===== config.mk =====
export PLATFORM = sky130hd
export DESIGN_NAME = cfs_top
export DESIGN_NICKNAME = d
export VERILOG_FILES = /design/src/core/cfs_pkg.sv /design/src/core/cfs_top.sv /design/src/core/cfs_fifo_flags.sv /design/src/core/cfs_addr_calc.sv
export VERILOG_INCLUDE_DIRS = /design/src /design/src/core
export SDC_FILE = /design/constraint.sdc
export NUM_CORES = 1
export LEC_CHECK = 0
export BUFFER_PORTS_ARGS = -buffer_cell sky130_fd_sc_hd__buf_2
export CAP_MARGIN = 20
export CORE_ASPECT_RATIO = 1.25
export CORE_MARGIN = 5
export CORE_UTILIZATION = 59
export CTS_CLUSTER_SIZE = 12
export DETAILED_ROUTE_END_ITERATION = 7
export PLACE_DENSITY_LB_ADDON = 0.08
export REMOVE_ABC_BUFFERS = 1
export SYNTH_ARGS = -nofsm -noshare
export SYNTH_HDL_FRONTEND = slang
export SYNTH_SLANG_ARGS = --single-unit

===== constraint.sdc =====
create_clock -name sys_clk_in -period 7.3 [get_ports sys_clk_in]
set_clock_uncertainty 0.2 [all_clocks]
set_input_delay 1.46 -clock sys_clk_in [delete_from_list [all_inputs] [get_ports sys_clk_in]]
set_output_delay 1.46 -clock sys_clk_in [all_outputs]
set_load 0.01 [all_outputs]

===== src/core/cfs_map.svh =====
// register offsets, field positions, reset values and fixed codes of the fifo base and flag block
// assumes the includer places it ahead of any module that reads these names
// Operation
// - one 32-bit base address locates every message buffer.
// - a buffer address is base plus sizes of all buffers before it.
// - the base value is used as a physical address for ram access.
// - base bits 1:0 read zero and ignore writes, word aligning messages.
// - base writes are accepted only while the operating mode is configuration.
// - transmit fifo: bit 9 set while at most half full.
// - transmit fifo: bit 8 set while empty, clear when a message is queued.
// - receive fifo: bit 3 set once an overflow has occurred.
// - receive fifo: bit 2 set while completely full.
// - receive fifo: bit 1 set while at least half full.
// - receive fifo: bit 0 set while at least one message is held.
// - flags of the other direction read zero.
// - occupancy flags are live and read-only; writes to them are ignored.
`ifndef CFS_MAP_SVH
`define CFS_MAP_SVH
// ==========================================================
// register byte addresses
`define CFS_OFS_CTRL 12'h000
`define CFS_OFS_BASE 12'h004
`define CFS_OFS_SEL 12'h008
`define CFS_OFS_FLAGS 12'h00c
`define CFS_OFS_IRQ_STAT 12'h010
`define CFS_OFS_IRQ_MASK 12'h014
`define CFS_OFS_CALC 12'h018
`define CFS_OFS_ADDR 12'h01c
// ==========================================================
// fields
`define CFS_MODE_LSB 21
`define CFS_MODE_MSB 23
`define CFS_MODE_CONFIG 3'h4
`define CFS_MODE_RESET 3'h4
`define CFS_BASE_KEEP 32'hffff_fffc
`define CFS_BIT_TX_HALF 9
`define CFS_BIT_TX_EMPTY 8
`define CFS_BIT_RX_OVFL 3
`define CFS_BIT_RX_FULL 2
`define CFS_BIT_RX_HALF 1
`define CFS_BIT_RX_NEMPTY 0
`define CFS_FLAG_BITS 10
`define CFS_W1C_CLR_OVFL 32'h0000_0008
`define CFS_RESP_OKAY 2'h0
`define CFS_RESP_SLVERR 2'h2
`endif


===== src/core/cfs_pkg.sv =====
// types shared by the fifo base and flag block
// assumes cfs_map.svh is compiled with it
`default_nettype none
package cfs_pkg;
   // ==========================================================
   // per fifo flag word
   typedef struct packed {
      logic tx_half_empty_flag;
      logic tx_empty_flag;
      logic [3:0] unused;
      logic rx_overflow_flag;
      logic rx_full_flag;
      logic rx_half_full_flag;
      logic rx_not_empty_flag;
   } cfs_flags_t;
   // occupancy report from the protocol engine
   typedef struct packed {
      logic [5:0] count;
      logic [5:0] depth;
      logic fifo_direction_transmit;
      logic rx_arrive;
   } cfs_occ_t;
   typedef enum logic [1:0] {
      CFS_IDLE = 2'b00,
      CFS_WORK = 2'b01,
      CFS_DONE = 2'b11
   } cfs_calc_t;
endpackage
`default_nettype wire


===== src/core/cfs_top.sv =====
// fifo base address and per fifo flag registers on an axi4-lite slave
// assumes the protocol engine drives occupancy synchronous to sys_clk_in
//
// Design decisions made here: the AXI4-Lite interface to the registers and the register offsets.
`include "cfs_map.svh"
`default_nettype none
module cfs_top #(
   parameter int NUM_FIFO = 4
) (
   input wire logic sys_clk_in,
   input wire logic rst_in,
   input wire logic [11:0] s_axi_awaddr_in,
   input wire logic s_axi_awvalid_in,
   output logic s_axi_awready_out,
   input wire logic [31:0] s_axi_wdata_in,
   input wire logic [3:0] s_axi_wstrb_in,
   input wire logic s_axi_wvalid_in,
   output logic s_axi_wready_out,
   output logic [1:0] s_axi_bresp_out,
   output logic s_axi_bvalid_out,
   input wire logic s_axi_bready_in,
   input wire logic [11:0] s_axi_araddr_in,
   input wire logic s_axi_arvalid_in,
   output logic s_axi_arready_out,
   output logic [31:0] s_axi_rdata_out,
   output logic [1:0] s_axi_rresp_out,
   output logic s_axi_rvalid_out,
   input wire logic s_axi_rready_in,
   input wire cfs_pkg::cfs_occ_t [NUM_FIFO-1:0] occ_in,
   input wire logic [NUM_FIFO*16-1:0] buf_sizes_in,
   output logic [31:0] buffer_base_addr_out,
   output logic irq_out
);
   import cfs_pkg::*;
   // ==========================================================
   // registers
   logic [2:0] operating_mode_field;
   logic [31:0] buffer_base_addr;
   logic [4:0] fifo_sel;
   logic [NUM_FIFO-1:0] irq_stat;
   logic [NUM_FIFO-1:0] irq_mask;
   logic aw_held, w_held;
   logic [11:0] aw_addr;
   logic [31:0] w_data;
   logic [3:0] w_strb;
   logic calc_start;
   cfs_flags_t [NUM_FIFO-1:0] flags;
   logic [NUM_FIFO-1:0] ovfl_ev;
   logic [NUM_FIFO-1:0] clr_ovfl;
   logic calc_busy;
   logic [31:0] calc_addr;
   // ==========================================================
   // write decode
   wire aw_ctrl = aw_addr == `CFS_OFS_CTRL;
   wire aw_base = aw_addr == `CFS_OFS_BASE;
   wire aw_sel = aw_addr == `CFS_OFS_SEL;
   wire aw_flags = aw_addr == `CFS_OFS_FLAGS;
   wire aw_stat = aw_addr == `CFS_OFS_IRQ_STAT;
   wire aw_mask = aw_addr == `CFS_OFS_IRQ_MASK;
   wire aw_calc = aw_addr == `CFS_OFS_CALC;
   wire aw_result = aw_addr == `CFS_OFS_ADDR;
   wire aw_mapped = aw_ctrl || aw_base || aw_sel || aw_flags || aw_stat || aw_mask || aw_calc
      || aw_result;
   wire wr_go = aw_held && w_held && !s_axi_bvalid_out;
   wire wr_ctrl = wr_go && aw_ctrl;
   wire wr_base = wr_go && aw_base;
   wire wr_sel = wr_go && aw_sel;
   wire wr_flags = wr_go && aw_flags;
   wire wr_mask = wr_go && aw_mask;
   wire wr_calc = wr_go && aw_calc;
   wire wr_known = wr_go && aw_mapped;
   wire in_config = operating_mode_field == `CFS_MODE_CONFIG;
   wire [31:0] strb_mask = {{8{w_strb[3]}}, {8{w_strb[2]}}, {8{w_strb[1]}}, {8{w_strb[0]}}};
   wire [31:0] base_merged = (buffer_base_addr & ~strb_mask) | (w_data & strb_mask);
   wire sel_ok = fifo_sel < 5'(NUM_FIFO);
   wire [$clog2(NUM_FIFO)-1:0] sel_idx = fifo_sel[$clog2(NUM_FIFO)-1:0];
   // ==========================================================
   // read decode
   wire rd_go = s_axi_arvalid_in && s_axi_arready_out;
   wire rd_stat = rd_go && s_axi_araddr_in == `CFS_OFS_IRQ_STAT;
   wire [31:0] sel_flags = sel_ok ? {22'h0, flags[sel_idx]} : 32'h0000_0000;
   wire ar_ctrl = s_axi_araddr_in == `CFS_OFS_CTRL;
   wire ar_base = s_axi_araddr_in == `CFS_OFS_BASE;
   wire ar_sel = s_axi_araddr_in == `CFS_OFS_SEL;
   wire ar_flags = s_axi_araddr_in == `CFS_OFS_FLAGS;
   wire ar_stat = s_axi_araddr_in == `CFS_OFS_IRQ_STAT;
   wire ar_mask = s_axi_araddr_in == `CFS_OFS_IRQ_MASK;
   wire ar_calc = s_axi_araddr_in == `CFS_OFS_CALC;
   wire ar_result = s_axi_araddr_in == `CFS_OFS_ADDR;
   wire [31:0] rd_word =
      ar_ctrl ? 32'(operating_mode_field) << `CFS_MODE_LSB :
      ar_base ? buffer_base_addr :
      ar_sel ? 32'(fifo_sel) :
      ar_flags ? sel_flags :
      ar_stat ? 32'(irq_stat) :
      ar_mask ? 32'(irq_mask) :
      ar_calc ? 32'(calc_busy) :
      ar_result ? calc_addr : 32'h0000_0000;
   wire rd_known = ar_ctrl || ar_base || ar_sel || ar_flags || ar_stat || ar_mask || ar_calc
      || ar_result;
   // ==========================================================
   // handshake next state
   wire aw_take = s_axi_awvalid_in && s_axi_awready_out;
   wire w_take = s_axi_wvalid_in && s_axi_wready_out;
   wire next_aw_held = aw_take || (aw_held && !wr_go);
   wire next_w_held = w_take || (w_held && !wr_go);
   wire next_bvalid = wr_go || (s_axi_bvalid_out && !s_axi_bready_in);
   wire next_rvalid = rd_go || (s_axi_rvalid_out && !s_axi_rready_in);
   // no new write is taken while its answer waits
   wire next_awready = !next_aw_held && !next_bvalid;
   wire next_wready = !next_w_held && !next_bvalid;
   wire next_arready = !next_rvalid;
   // ==========================================================
   // write address capture
   always_ff @(posedge sys_clk_in) begin
      if (rst_in) begin
         aw_held <= 1'b0;
         aw_addr <= 12'h000;
      end else begin
         aw_held <= next_aw_held;
         if (aw_take) begin
            aw_addr <= s_axi_awaddr_in;
         end
      end
   end
   // ==========================================================
   // write data capture
   always_ff @(posedge sys_clk_in) begin
      if (rst_in) begin
         w_held <= 1'b0;
         w_data <= 32'h0000_0000;
         w_strb <= 4'h0;
      end else begin
         w_held <= next_w_held;
         if (w_take) begin
            w_data <= s_axi_wdata_in;
            w_strb <= s_axi_wstrb_in;
         end
      end
   end
   // ==========================================================
   // registered readies
   always_ff @(posedge sys_clk_in) begin
      if (rst_in) begin
         s_axi_awready_out <= 1'b0;
         s_axi_wready_out <= 1'b0;
         s_axi_arready_out <= 1'b0;
      end else begin
         s_axi_awready_out <= next_awready;
         s_axi_wready_out <= next_wready;
         s_axi_arready_out <= next_arready;
      end
   end
   // ==========================================================
   // write response
   always_ff @(posedge sys_clk_in) begin
      if (rst_in) begin
         s_axi_bvalid_out <= 1'b0;
         s_axi_bresp_out <= `CFS_RESP_OKAY;
      end else begin
         s_axi_bvalid_out <= next_bvalid;
         if (wr_go) begin
            s_axi_bresp_out <= wr_known ? `CFS_RESP_OKAY : `CFS_RESP_SLVERR;
         end
      end
   end
   // ==========================================================
   // operating mode
   always_ff @(posedge sys_clk_in) begin
      if (rst_in) begin
         operating_mode_field <= `CFS_MODE_RESET;
      end else if (wr_ctrl && w_strb[`CFS_MODE_LSB / 8]) begin
         operating_mode_field <= w_data[`CFS_MODE_MSB:`CFS_MODE_LSB];
      end
   end
   // base address, config mode only
   always_ff @(posedge sys_clk_in) begin
      if (rst_in) begin
         buffer_base_addr <= 32'h0000_0000;
      end else if (wr_base && in_config) begin
         buffer_base_addr <= base_merged & `CFS_BASE_KEEP;
      end
   end
   // fifo select
   always_ff @(posedge sys_clk_in) begin
      if (rst_in) begin
         fifo_sel <= 5'h00;
      end else if (wr_sel && w_strb[0]) begin
         fifo_sel <= w_data[$bits(fifo_sel)-1:0];
      end
   end
   // interrupt mask
   always_ff @(posedge sys_clk_in) begin
      if (rst_in) begin
         irq_mask <= '0;
      end else if (wr_mask) begin
         irq_mask <= w_data[NUM_FIFO-1:0];
      end
   end
   // address walk start pulse
   always_ff @(posedge sys_clk_in) begin
      if (rst_in) begin
         calc_start <= 1'b0;
      end else begin
         calc_start <= wr_calc && !calc_busy;
      end
   end
   // software clears overflow with a one at its bit; other flag bits ignore writes
   always_comb begin
      clr_ovfl = '0;
      if (wr_flags && sel_ok && w_strb[0] && (w_data & `CFS_W1C_CLR_OVFL) != 32'h0) begin
         clr_ovfl[sel_idx] = 1'b1;
      end
   end
   // ==========================================================
   // interrupt status: set on overflow, cleared by reading, set wins
   wire [NUM_FIFO-1:0] next_irq_stat = (rd_stat ? '0 : irq_stat) | ovfl_ev;
   always_ff @(posedge sys_clk_in) begin
      if (rst_in) begin
         irq_stat <= '0;
      end else begin
         irq_stat <= next_irq_stat;
      end
   end
   // level interrupt from unmasked status
   always_ff @(posedge sys_clk_in) begin
      if (rst_in) begin
         irq_out <= 1'b0;
      end else begin
         irq_out <= |(next_irq_stat & irq_mask);
      end
   end
   // ==========================================================
   // read valid
   always_ff @(posedge sys_clk_in) begin
      if (rst_in) begin
         s_axi_rvalid_out <= 1'b0;
      end else begin
         s_axi_rvalid_out <= next_rvalid;
      end
   end
   // read data and response
   always_ff @(posedge sys_clk_in) begin
      if (rst_in) begin
         s_axi_rdata_out <= 32'h0000_0000;
         s_axi_rresp_out <= `CFS_RESP_OKAY;
      end else if (rd_go) begin
         s_axi_rdata_out <= rd_word;
         s_axi_rresp_out <= rd_known ? `CFS_RESP_OKAY : `CFS_RESP_SLVERR;
      end
   end
   // ==========================================================
   // base address out to the ram master
   always_ff @(posedge sys_clk_in) begin
      if (rst_in) begin
         buffer_base_addr_out <= 32'h0000_0000;
      end else begin
         buffer_base_addr_out <= buffer_base_addr;
      end
   end
   // ==========================================================
   // per fifo flag units
   for (genvar i = 0; i < NUM_FIFO; i++) begin : g_fifo
      cfs_fifo_flags u_flags (
         .sys_clk_in(sys_clk_in),
         .rst_in(rst_in),
         .occ_in(occ_in[i]),
         .clr_ovfl_in(clr_ovfl[i]),
         .flags_out(flags[i]),
         .ovfl_event_out(ovfl_ev[i])
      );
   end
   cfs_addr_calc #(.NUM_FIFO(NUM_FIFO)) u_calc (
      .sys_clk_in(sys_clk_in),
      .rst_in(rst_in),
      .start_in(calc_start),
      .index_in(fifo_sel),
      .base_in(buffer_base_addr),
      .sizes_in(buf_sizes_in),
      .busy_out(calc_busy),
      .addr_out(calc_addr)
   );
endmodule
`default_nettype wire


===== src/core/cfs_fifo_flags.sv =====
// live flags and sticky overflow of one fifo
// assumes occupancy inputs are synchronous to sys_clk_in
`include "cfs_map.svh"
`default_nettype none
module cfs_fifo_flags (
   input wire logic sys_clk_in,
   input wire logic rst_in,
   input wire cfs_pkg::cfs_occ_t occ_in,
   input wire logic clr_ovfl_in,
   output cfs_pkg::cfs_flags_t flags_out,
   output logic ovfl_event_out
);
   import cfs_pkg::*;
   logic ovfl;
   wire tx = occ_in.fifo_direction_transmit;
   wire is_full = occ_in.count >= occ_in.depth;
   wire at_half = {occ_in.count, 1'b0} >= {1'b0, occ_in.depth};
   wire is_empty = occ_in.count == 6'h00;
   wire ovfl_hit = !tx && occ_in.rx_arrive && is_full;
   always_ff @(posedge sys_clk_in) begin
      if (rst_in) begin
         ovfl <= 1'b0;
      end else if (ovfl_hit) begin
         ovfl <= 1'b1;
      end else if (clr_ovfl_in || tx) begin
         ovfl <= 1'b0;
      end
   end
   assign ovfl_event_out = ovfl_hit;
   always_comb begin
      flags_out = '0;
      flags_out.tx_half_empty_flag = tx && ({occ_in.count, 1'b0} <= {1'b0, occ_in.depth});
      flags_out.tx_empty_flag = tx && is_empty;
      flags_out.rx_overflow_flag = !tx && ovfl;
      flags_out.rx_full_flag = !tx && is_full;
      flags_out.rx_half_full_flag = !tx && at_half;
      flags_out.rx_not_empty_flag = !tx && !is_empty;
   end
endmodule
`default_nettype wire


===== src/core/cfs_addr_calc.sv =====
// walks buffer sizes to find one buffer's physical address
// assumes sizes arrive as a flat vector of byte counts
`include "cfs_map.svh"
`default_nettype none
module cfs_addr_calc #(
   parameter int NUM_FIFO = 4
) (
   input wire logic sys_clk_in,
   input wire logic rst_in,
   input wire logic start_in,
   input wire logic [4:0] index_in,
   input wire logic [31:0] base_in,
   input wire logic [NUM_FIFO*16-1:0] sizes_in,
   output logic busy_out,
   output logic [31:0] addr_out
);
   import cfs_pkg::*;
   cfs_calc_t state;
   logic [4:0] step;
   logic [31:0] acc;
   wire [15:0] cur_size = sizes_in[step[$clog2(NUM_FIFO)-1:0]*16 +: 16];
   always_ff @(posedge sys_clk_in) begin
      if (rst_in) begin
         state <= CFS_IDLE;
         step <= 5'h00;
         acc <= 32'h0000_0000;
      end else begin
         case (state)
            CFS_IDLE: begin
               if (start_in) begin
                  acc <= base_in;
                  step <= 5'h00;
                  state <= CFS_WORK;
               end
            end
            CFS_WORK: begin
               if (step >= index_in) begin
                  state <= CFS_DONE;
               end else begin
                  acc <= acc + {16'h0000, cur_size};
                  step <= step + 5'h01;
               end
            end
            CFS_DONE: state <= CFS_IDLE;
            default: state <= CFS_IDLE;
         endcase
      end
   end
   assign busy_out = state != CFS_IDLE;
   assign addr_out = acc;
endmodule
`default_nettype wire


# Word level (Yosys, flattened, before mapping)
# Index checks and enable logic that the tools add are counted.
[totals]
inputBits = 187
register_bits = 212
out_inout_bits = 74
[classes]
addsub = 2
n_mux = 34
eq_ne = 19
reduce_logical = 114
n_bitwise = 6
n_shift = 1
magnitude_cmp = 16
[op_table]
columns = ["operator", "n"]
rows = [
  ["$mux 32", 10],
  ["$eq 12x5->1 const B", 8],
  ["$and 32x32->32", 2],
  ["$pmux 32 s2", 1],
  ["$shiftx 64x7->16", 1],
  ["$logic_and 1x1->1", 59],
  ["$eq 12x4->1 const B", 4],
  ["$add 32x16->32", 1],
  ["$not 32->32", 1],
  ["$or 32x32->32", 1],
  ["$ge 7x6->1", 4],
  ["$le 7x6->1", 4],
  ["$eq 12x3->1 const B", 2],
  ["$ge 6x6->1", 4],
  ["$logic_not 12->1", 2],
  ["$logic_not 6->1", 4],
  ["$logic_or 1x1->1", 22],
  ["$bmux 10 s2", 1],
  ["$mux 10", 2],
  ["$logic_not 1->1", 17],
  ["$reduce_bool 2->1", 6],
  ["$mux 5", 2],
  ["$pmux 5 s2", 1],
  ["$mux 1", 9],
  ["19 further kinds", 24],
]

# Logic depth before layout (Yosys ltp)
# Gate-level depths: netlist of run 1.
[logic_depth]
depth_word = 10
ltp_mapped = 12

# Cells and area by module
# A second synthesis of run 1 with hierarchy kept.
[hier_totals]
hier_cells = 1361
hier_area_um2 = 11716.2
[by_module_without_submodules]
columns = ["mod", "cells_each", "area_per_inst_um2", "instances"]
rows = [
  ["cfs_top", 724, 6587.6, 1],
  ["cfs_addr_calc", 425, 3562.2, 1],
  ["cfs_fifo_flags", 53, 391.6, 4],
]

# Worst setup path before layout of run 1
# Ideal clock, no wire load.
[synth_path]
path_type = "input -> register"
from = "input buf_sizes_in[57]"
to = "register u_calc.acc[27] (netlist: u_calc.addr_out[27])"
slack_ns = 3.259
path_stages = 9
arrival_time_ns = 3.755
required_ns = 7.014
setup_time_ns = 0.086
path_cell_list = "mux4_2 > ha_1 > a21oi_2 > o211ai_2 > a2111oi_4 > a21oi_2 > o31ai_4 > o22ai_1 > a211oi_1"
[synth_between]
elab_chain_len = 4
[synth_rtl]
columns = ["element", "line", "text"]
rows = [
  ["start, declared", "cfs_top.sv:30", "input wire logic [NUM_FIFO*16-1:0] buf_sizes_in,"],
  ["$shiftx 64x7->16", "cfs_addr_calc.sv:21", "wire [15:0] cur_size = sizes_in[step[$clog2(NUM_FIFO)-1:0]*16 +: 16];"],
  ["$add 32x16->32", "cfs_addr_calc.sv:40", "acc <= acc + {16'h0000, cur_size};"],
  ["$mux 32", "cfs_addr_calc.sv:37", "if (step >= index_in) begin"],
  ["$pmux 32 s2", "cfs_addr_calc.sv:28", "case (state)"],
  ["end signal, assigned", "cfs_addr_calc.sv:31", "acc <= base_in;"],
  ["end signal, assigned", "cfs_addr_calc.sv:40", ""],
  ["end, declared", "cfs_addr_calc.sv:20", "logic [31:0] acc;"],
]
# Every way passes these cells. The select of a mux whose other input is x is not followed.
# A chain may end at the register's enable or synchronous reset.

# Final worst setup path of run 1
[layout_path]
from = "input buf_sizes_in[48]"
to = "register u_calc.acc[22] (netlist: u_calc.addr_out[22])"
# Same word-level chain as after synthesis.

==> results_dict.tcl, run 1 <==
set metrics [dict create \
    area_growth_syn_to_layout_pct 18.0 \
    grt_pass1_wl_um 48500 \
    crit_path_max_fanout 8 \
    clk_pin_slew_ns 0.06 \
    drtIter0Drc 744 \
    ant_nets 0 \
    finalSetupViolations 0 \
    cts_tree "done" \
    cts_resized 0 \
    tightestPinTransition_ns 0.982 \
    cts-root-buf "clkbuf_16" \
    maxCapViolations 0 \
    layout-drive-gt1-share 0.231 \
    fillers 1525 \
    finalCoreUtilization 0.708 \
    min_period_ns 4.00 \
    powerDensity_mw_per_mm2 190 \
    viasPerCell 5.91 \
    drt_wl_total_um 29100 \
    die_w_um 132 \
    r2r_end "u_calc.addr_out[22]$_SDFFE_PP0P_" \
    cp.arrival_ns 4.20 \
    initial_core_util 0.600 \
    clkPwrFrac 0.407 \
    yosysTopAreaCell "dfxtp_1" \
    cts_hold_buf 0 \
    rr_worst_depth 11 \
    cts_buffers 22 \
    antenna_found_initial 0 \
    p_sw_frac 0.245 \
    cp_slowest_cell "mux4_2" \
    status "finished, final reports clean" \
    core_mm2 0.0182 \
    synth.ff_latch_count 210 \
    synth_ff_type "dfxtp_1" \
    rsz0062_at_grt "false" \
    dieHeight_um 162 \
    r2r_slack_ns 3.31 \
    synth_cell_types 79 \
    hold_path.class "register to register" \
    pwr-share-comb 0.105 \
    whs_ns 0.253 \
    io_buffers 256 \
    clockBufferDepth 3 \
    fin_crit_sh 0.548 \
    first_pass_iters 5 \
    internal-power_mw 1.85 \
    ios 261 \
    syn-cell-area_mm2 0.0109 \
    postCtsSetupBuffers 0 \
    hold_path.startpoint "w_data[6]$_SDFFE_PP0P_" \
    critPathCaptureType "register" \
    r2r_start "u_calc.step[1]$_SDFFE_PP0P_" \
    min_path_cells 2 \
    leakage_nw 5.70 \
    worst_slack_ns 3.30 \
    vias 10100 \
    worstPathCellList "buf_2, mux4_2, ha_1, inv_1, fa_1, nor2b_1, o31ai_1, a21oi_1, a21bo_2, a31oi_4, nor3_1, a2111oi_1" \
    cp-start-kind "input port" \
    critPathMaxStageDelay_ns 0.47 \
    multi_input_area_mm2 0.00619 \
    grt_start_max_net_pins 106 \
    seqPwrFrac 0.487 \
    synth-edff-count 0 \
    rows 55 \
    synth_warnings 0 \
    dieArea_mm2 0.0213 \
    ir_drop_uv 178 \
    syn-instance-count 1263 \
    insertion_delay_ns 0.51 \
    wl_per_cell_um 17.0 \
    antenna_cells 0 \
    overflow 0 \
    maxSlewHeadroom 0.344 \
    tns_ns 0 \
    gp_congestion 0.891 \
    avgSynthCellArea_um2 8.63 \
    place_hpwl_um 20800 \
    async_flop_share 0 \
    hold_violations 0 \
    netlist_top_cells_area "dfxtp_1 (39%), ha_1 (7.6%), a21oi_1 (5.1%)" \
    ys_seq_area_frac 0.386 \
    drt_drc_violations_left 0 \
    cts_num_sinks 210 \
    slew_violations 0 \
    seq_area_mm2 0.00420 \
    nets 1733 \
    grt_pass1_vias 9974 \
    synth.top_cell.area_share 0.386 \
    cp.required_ns 7.50 \
    crit_start "buf_sizes_in[48]" \
    net-switching-power_mw 0.599 \
    min_to "w_data[6]$_SDFFE_PP0P_" \
    track_usage 0.266 \
    critPathKind "input port to register" \
    post-place-ws_ns 2.81 \
    fmax_mhz 250 \
    cts.htree.levels 1 \
]
==> kinds of logic (layout without fill, tap and decap cells) <==
group	count (synthesis)	in the layout	synth area share
AO/OA/AOI/OAI	307	307	0.192
XOR/XNOR	8	8	0.00643
adder cells (fa/ha/maj)	67	67	0.0776
buffers and inverters	130	351	0.0484
flip-flops	210	210	0.386
multiplexers	63	63	0.0798
other	1	4	0.000344
AND/OR/NAND/NOR	477	477	0.209
==> worst max-delay path: cells and delay by family <==
family / cells / cell delay [ns]
buffers and inverters: 2 / 0.18
adder cells (fa/ha/maj): 2 / 0.40
AO/OA/AOI/OAI: 5 / 1.47
AND/OR/NAND/NOR: 2 / 0.21
multiplexers: 1 / 0.47
==> power groups by stage <==
stage	registers, mW	clock network (mW)	logic, mW
final	1.19	0.997	0.258
after global routing	1.20	1.06	0.294
after CTS	1.19	1.01	0.259
after detailed placement	1.22	0	0.257
after global placement	1.22	0	0.250
after floorplan	1.22	0	0.129
==> worst max-delay path by stage <==
stage                                        to  slack [ns]  cells after the start
2_1_floorplan  u_calc.addr_out[27]$_SDFFE_PP0P_        3.24                      9
3_5_place_dp   s_axi_rdata_out[22]$_SDFFE_PP0P_        2.81                      6
4_1_cts        s_axi_rdata_out[22]$_SDFFE_PP0P_        3.29                      6
5_1_grt        u_calc.addr_out[22]$_SDFFE_PP0P_        3.03                     11
6_report       u_calc.addr_out[22]$_SDFFE_PP0P_        3.30                     12
3_3_place_gp   s_axi_rdata_out[21]$_SDFFE_PP0P_        2.87                      6
==> cell usage in the layout, fill, tap and decap left out, types with 5 or more instances in the layout <==
master,netlist,layout
nand4b_1,5,5
buf_2,5,255
nor3_1,44,44
and3_1,14,14
o22ai_1,5,5
nand2b_1,8,8
a21o_1,10,10
mux2i_1,43,43
a21oi_1,111,111
o211ai_1,7,7
o21a_1,9,9
clkbuf_16,0,22
o311ai_0,5,5
nand2_1,147,147
a31oi_1,8,8
a41oi_1,5,5
inv_1,51,51
a311oi_1,7,7
a221oi_1,27,27
nor4_1,13,13
nand3_1,24,24
mux4_2,19,19
buf_4,5,10
o21ai_0,42,42
nor2_1,134,134
nor2b_1,45,45
dfxtp_1,210,210
ha_1,66,66
a211oi_1,21,21
nand4_1,11,11
or2_2,7,7
o211a_1,5,5
a222oi_1,5,5
o31ai_1,6,6
==> synth_stat cells, types with 8 or more instances <==
cell      number
and3_1        14
nor3_1        44
inv_1         51
nor2_1       134
a31oi_1        8
ha_1          66
nor2b_1       45
a211oi_1      21
a221oi_1      27
a21o_1        10
clkbuf_1      59
nand2_1      147
mux4_2        19
nand3_1       24
nand2b_1       8
mux2i_1       43
o21ai_0       42
o21a_1         9
nor4_1        13
a21oi_1      111
nand4_1       11
dfxtp_1      210
==> final cells by class <==
cell class                      count  share of cell area
Multi-Input combinational cell    926               0.481
Sequential cell                   210               0.327
Timing Repair Buffer              267               0.107
Clock buffer                       27              0.0450
Tap cell                          228              0.0222
Inverter                           52              0.0152
Clock inverter                      5             0.00282
==> metrics by stage <==
stage | total power, mW | area (um2) | cells
detailed placement | 1.47 | 12200 | 1682
global route | 2.55 | 12900 | 1715
floorplan | 1.35 | 10600 | 1188
global placement | 1.47 | 12200 | 1682
finish | 2.45 | 12900 | 1715
CTS | 2.46 | 12900 | 1714
==> layer usage <==
metal  routed length, um  global-route usage
met5                   0                   0
met4                 715              0.0753
met3                1910              0.0499
met2               14500               0.471
met1               12000               0.330
(Power assumes the default switching activity.)
==> run 2, diff against run 1 <==
--- a/config.mk
+++ b/config.mk
@@ -10,7 +10,7 @@
 export CAP_MARGIN = 20
 export CORE_ASPECT_RATIO = 1.25
 export CORE_MARGIN = 5
-export CORE_UTILIZATION = 59
+export CORE_UTILIZATION = 54
 export CTS_CLUSTER_SIZE = 12
 export DETAILED_ROUTE_END_ITERATION = 7
 export PLACE_DENSITY_LB_ADDON = 0.08
==> constraint.sdc (replaced) <==
create_clock -name sys_clk_in -period 3.7 [get_ports sys_clk_in]
set_clock_uncertainty 0.2 [all_clocks]
set_input_delay 0.74 -clock sys_clk_in [delete_from_list [all_inputs] [get_ports sys_clk_in]]
set_output_delay 0.74 -clock sys_clk_in [all_outputs]
set_load 0.01 [all_outputs]
==> run 2 against run 1 <==
Effect of this change:
- first-iteration DRC count is 2.6% higher
- design area increased by 1.9%
- register-to-register slack got worse by 3.1 ns
- critical path depth decreased by 2
- largest cell class unchanged
- clock power is 110% higher
- sequential power up 97%
- cell count is 3.5% higher
- critical path type is now register to register
- via count grew 0.19%
==> results_dict.tcl, run 2 (synthesis results as in run 1) <==
set metrics [dict create \
    status "finished, final reports clean" \
    gp_congestion 0.917 \
    vias 10200 \
    whs_ns 0.253 \
    ir_drop_uv 343 \
    rsz0062_at_grt "false" \
    grt_pass1_wl_um 47700 \
    ios 261 \
    postCtsSetupBuffers 0 \
    r2r_start "u_calc.step[0]$_SDFFE_PP0P_" \
    powerDensity_mw_per_mm2 377 \
    slew_violations 0 \
    place_hpwl_um 21800 \
    dieArea_mm2 0.0231 \
    rows 58 \
    leakage_nw 5.82 \
    antenna_cells 0 \
    cp_slowest_cell "mux4_2" \
    antenna_found_initial 0 \
    maxCapViolations 0 \
    critPathCaptureType "register" \
    grt_start_max_net_pins 115 \
    power_mw 4.94 \
    r2r_slack_ns 0.24 \
    min_period_ns 3.46 \
    critPathMaxStageDelay_ns 0.54 \
    cts_buffers 22 \
    drtIter0Drc 763 \
    first_pass_iters 5 \
    grt_pass1_vias 9726 \
    min_to "aw_addr[10]$_SDFFE_PP0P_" \
    cp-start-kind "register" \
    hold_path.startpoint "aw_addr[10]$_SDFFE_PP0P_" \
    overflow 0 \
    layout-drive-gt1-share 0.241 \
    hold_path.class "register to register" \
    drt_drc_violations_left 0 \
    fin_crit_sh 0.936 \
    cts_num_sinks 210 \
    clk_pin_slew_ns 0.06 \
    drt_wl_total_um 29800 \
    design_area_mm2 0.0131 \
    multi_input_area_mm2 0.00620 \
    critPathKind "register to register" \
    rr_worst_depth 10 \
    layout_common_cells "buf_2 (255), dfxtp_1 (209), nand2_1 (147)" \
    cts-root-buf "clkbuf_16" \
    wl_per_cell_um 16.8 \
    cts_resized 0 \
    area_growth_syn_to_layout_pct 20.3 \
    cp.arrival_ns 3.63 \
    hold_violations 0 \
    io_buffers 256 \
    cts_tree "done" \
    fillers 1789 \
    initial_core_util 0.544 \
    worstPathCellList "buf_4, mux4_2, ha_1, a21oi_2, o211ai_2, a2111oi_4, a21oi_4, nor3_1, o311a_1, nor4_1" \
    cts.htree.levels 1 \
    die_w_um 137 \
    r2r_end "u_calc.addr_out[21]$_SDFFE_PP0P_" \
    finalSetupViolations 0 \
    nets 1751 \
    tightestPinTransition_ns 0.836 \
    seq_area_mm2 0.00421 \
    final_common_cell "buf_2" \
    core_mm2 0.0200 \
    maxSlewHeadroom 0.440 \
    dieHeight_um 169 \
    ant_nets 0 \
    cp.required_ns 3.87 \
    clockBufferDepth 3 \
    placed_area_mm2 0.0124 \
    finalCoreUtilization 0.655 \
    cts_hold_buf 0 \
    crit_path_max_fanout 5 \
    viasPerCell 5.72 \
    fmax_mhz 289 \
    min_path_cells 2 \
    insertion_delay_ns 0.50 \
    track_usage 0.248 \
]
[run 2: cell count changes in the layout (fill, tap and decap cells not counted), sizes merged]
cell    before  now
clkbuf      27   29
clkinv       5    2
bufinv       0    1
buf        267  285
[run 2: where the power goes]
part / leakage, nW / switching [mW] / internal [mW]
sequential: 1.70 / 0.0348 / 2.32
clock: 0.324 / 0.849 / 1.22
combinational: 3.79 / 0.282 / 0.231
total: 5.82 / 1.17 / 3.77
[run 2: stage by stage]
| step | worst slack (ns) | TNS [ns] | instances |
|---|---|---|---|
| 5_1_grt | 0.0373 | 0 | 1775 |
| 4_1_cts | 0.185 | 0 | 1775 |
| 3_5_place_dp | -0.0193 | -0.0193 | 1743 |
| 3_3_place_gp | 0.103 | 0 | 1743 |
| 6_report | 0.238 | 0 | 1775 |
| 2_1_floorplan | 0.00626 | 0 | 1188 |
[run 2: worst max path at each step]
| stage | start | endpoint | slack [ns] | cells past startpoint |
|---|---|---|---|---|
| after floorplan | u_calc.step[0]$_SDFFE_PP0P_ | u_calc.addr_out[27]$_SDFFE_PP0P_ | 0.006 | 9 |
| after global placement | buf_sizes_in[9] | u_calc.addr_out[27]$_SDFFE_PP0P_ | 0.10 | 10 |
| after detailed placement | buf_sizes_in[9] | u_calc.addr_out[21]$_SDFFE_PP0P_ | -0.02 | 10 |
| after CTS | u_calc.step[1]$_SDFFE_PP0P_ | u_calc.addr_out[21]$_SDFFE_PP0P_ | 0.18 | 10 |
| after global routing | u_calc.step[0]$_SDFFE_PP0P_ | u_calc.addr_out[21]$_SDFFE_PP0P_ | 0.04 | 10 |
| final | u_calc.step[0]$_SDFFE_PP0P_ | u_calc.addr_out[21]$_SDFFE_PP0P_ | 0.24 | 10 |
[run 2: routing by layer]
metal,wire (um),global-route usage,vias to the layer above
met4,820,0.0729,0
li1,-,-,5021
met3,1920,0.0294,56
met5,0,0,-
met2,14500,0.429,321
met1,12500,0.325,4763
[run 2: layout make-up]
type / instances / share of cell area
multi-input cells: 926 / 0.473
clock inverters: 3 / 0.00305
inverters: 52 / 0.0149
repair buffers: 285 / 0.116
clock buffers: 29 / 0.0471
flip-flops and latches: 210 / 0.321
well taps: 270 / 0.0258
[run 2: worst max-delay path: cells and delay by family, from the launching register on]
| family | cells | cell delay [ns] |
|---|---|---|
| AO/OA/AOI/OAI | 5 | 1.19 |
| multiplexers | 1 | 0.54 |
| flip-flops | 1 | 0.32 |
| AND/OR/NAND/NOR | 2 | 0.54 |
| buffers and inverters | 1 | 0.17 |
| adder cells (fa/ha/maj) | 1 | 0.36 |
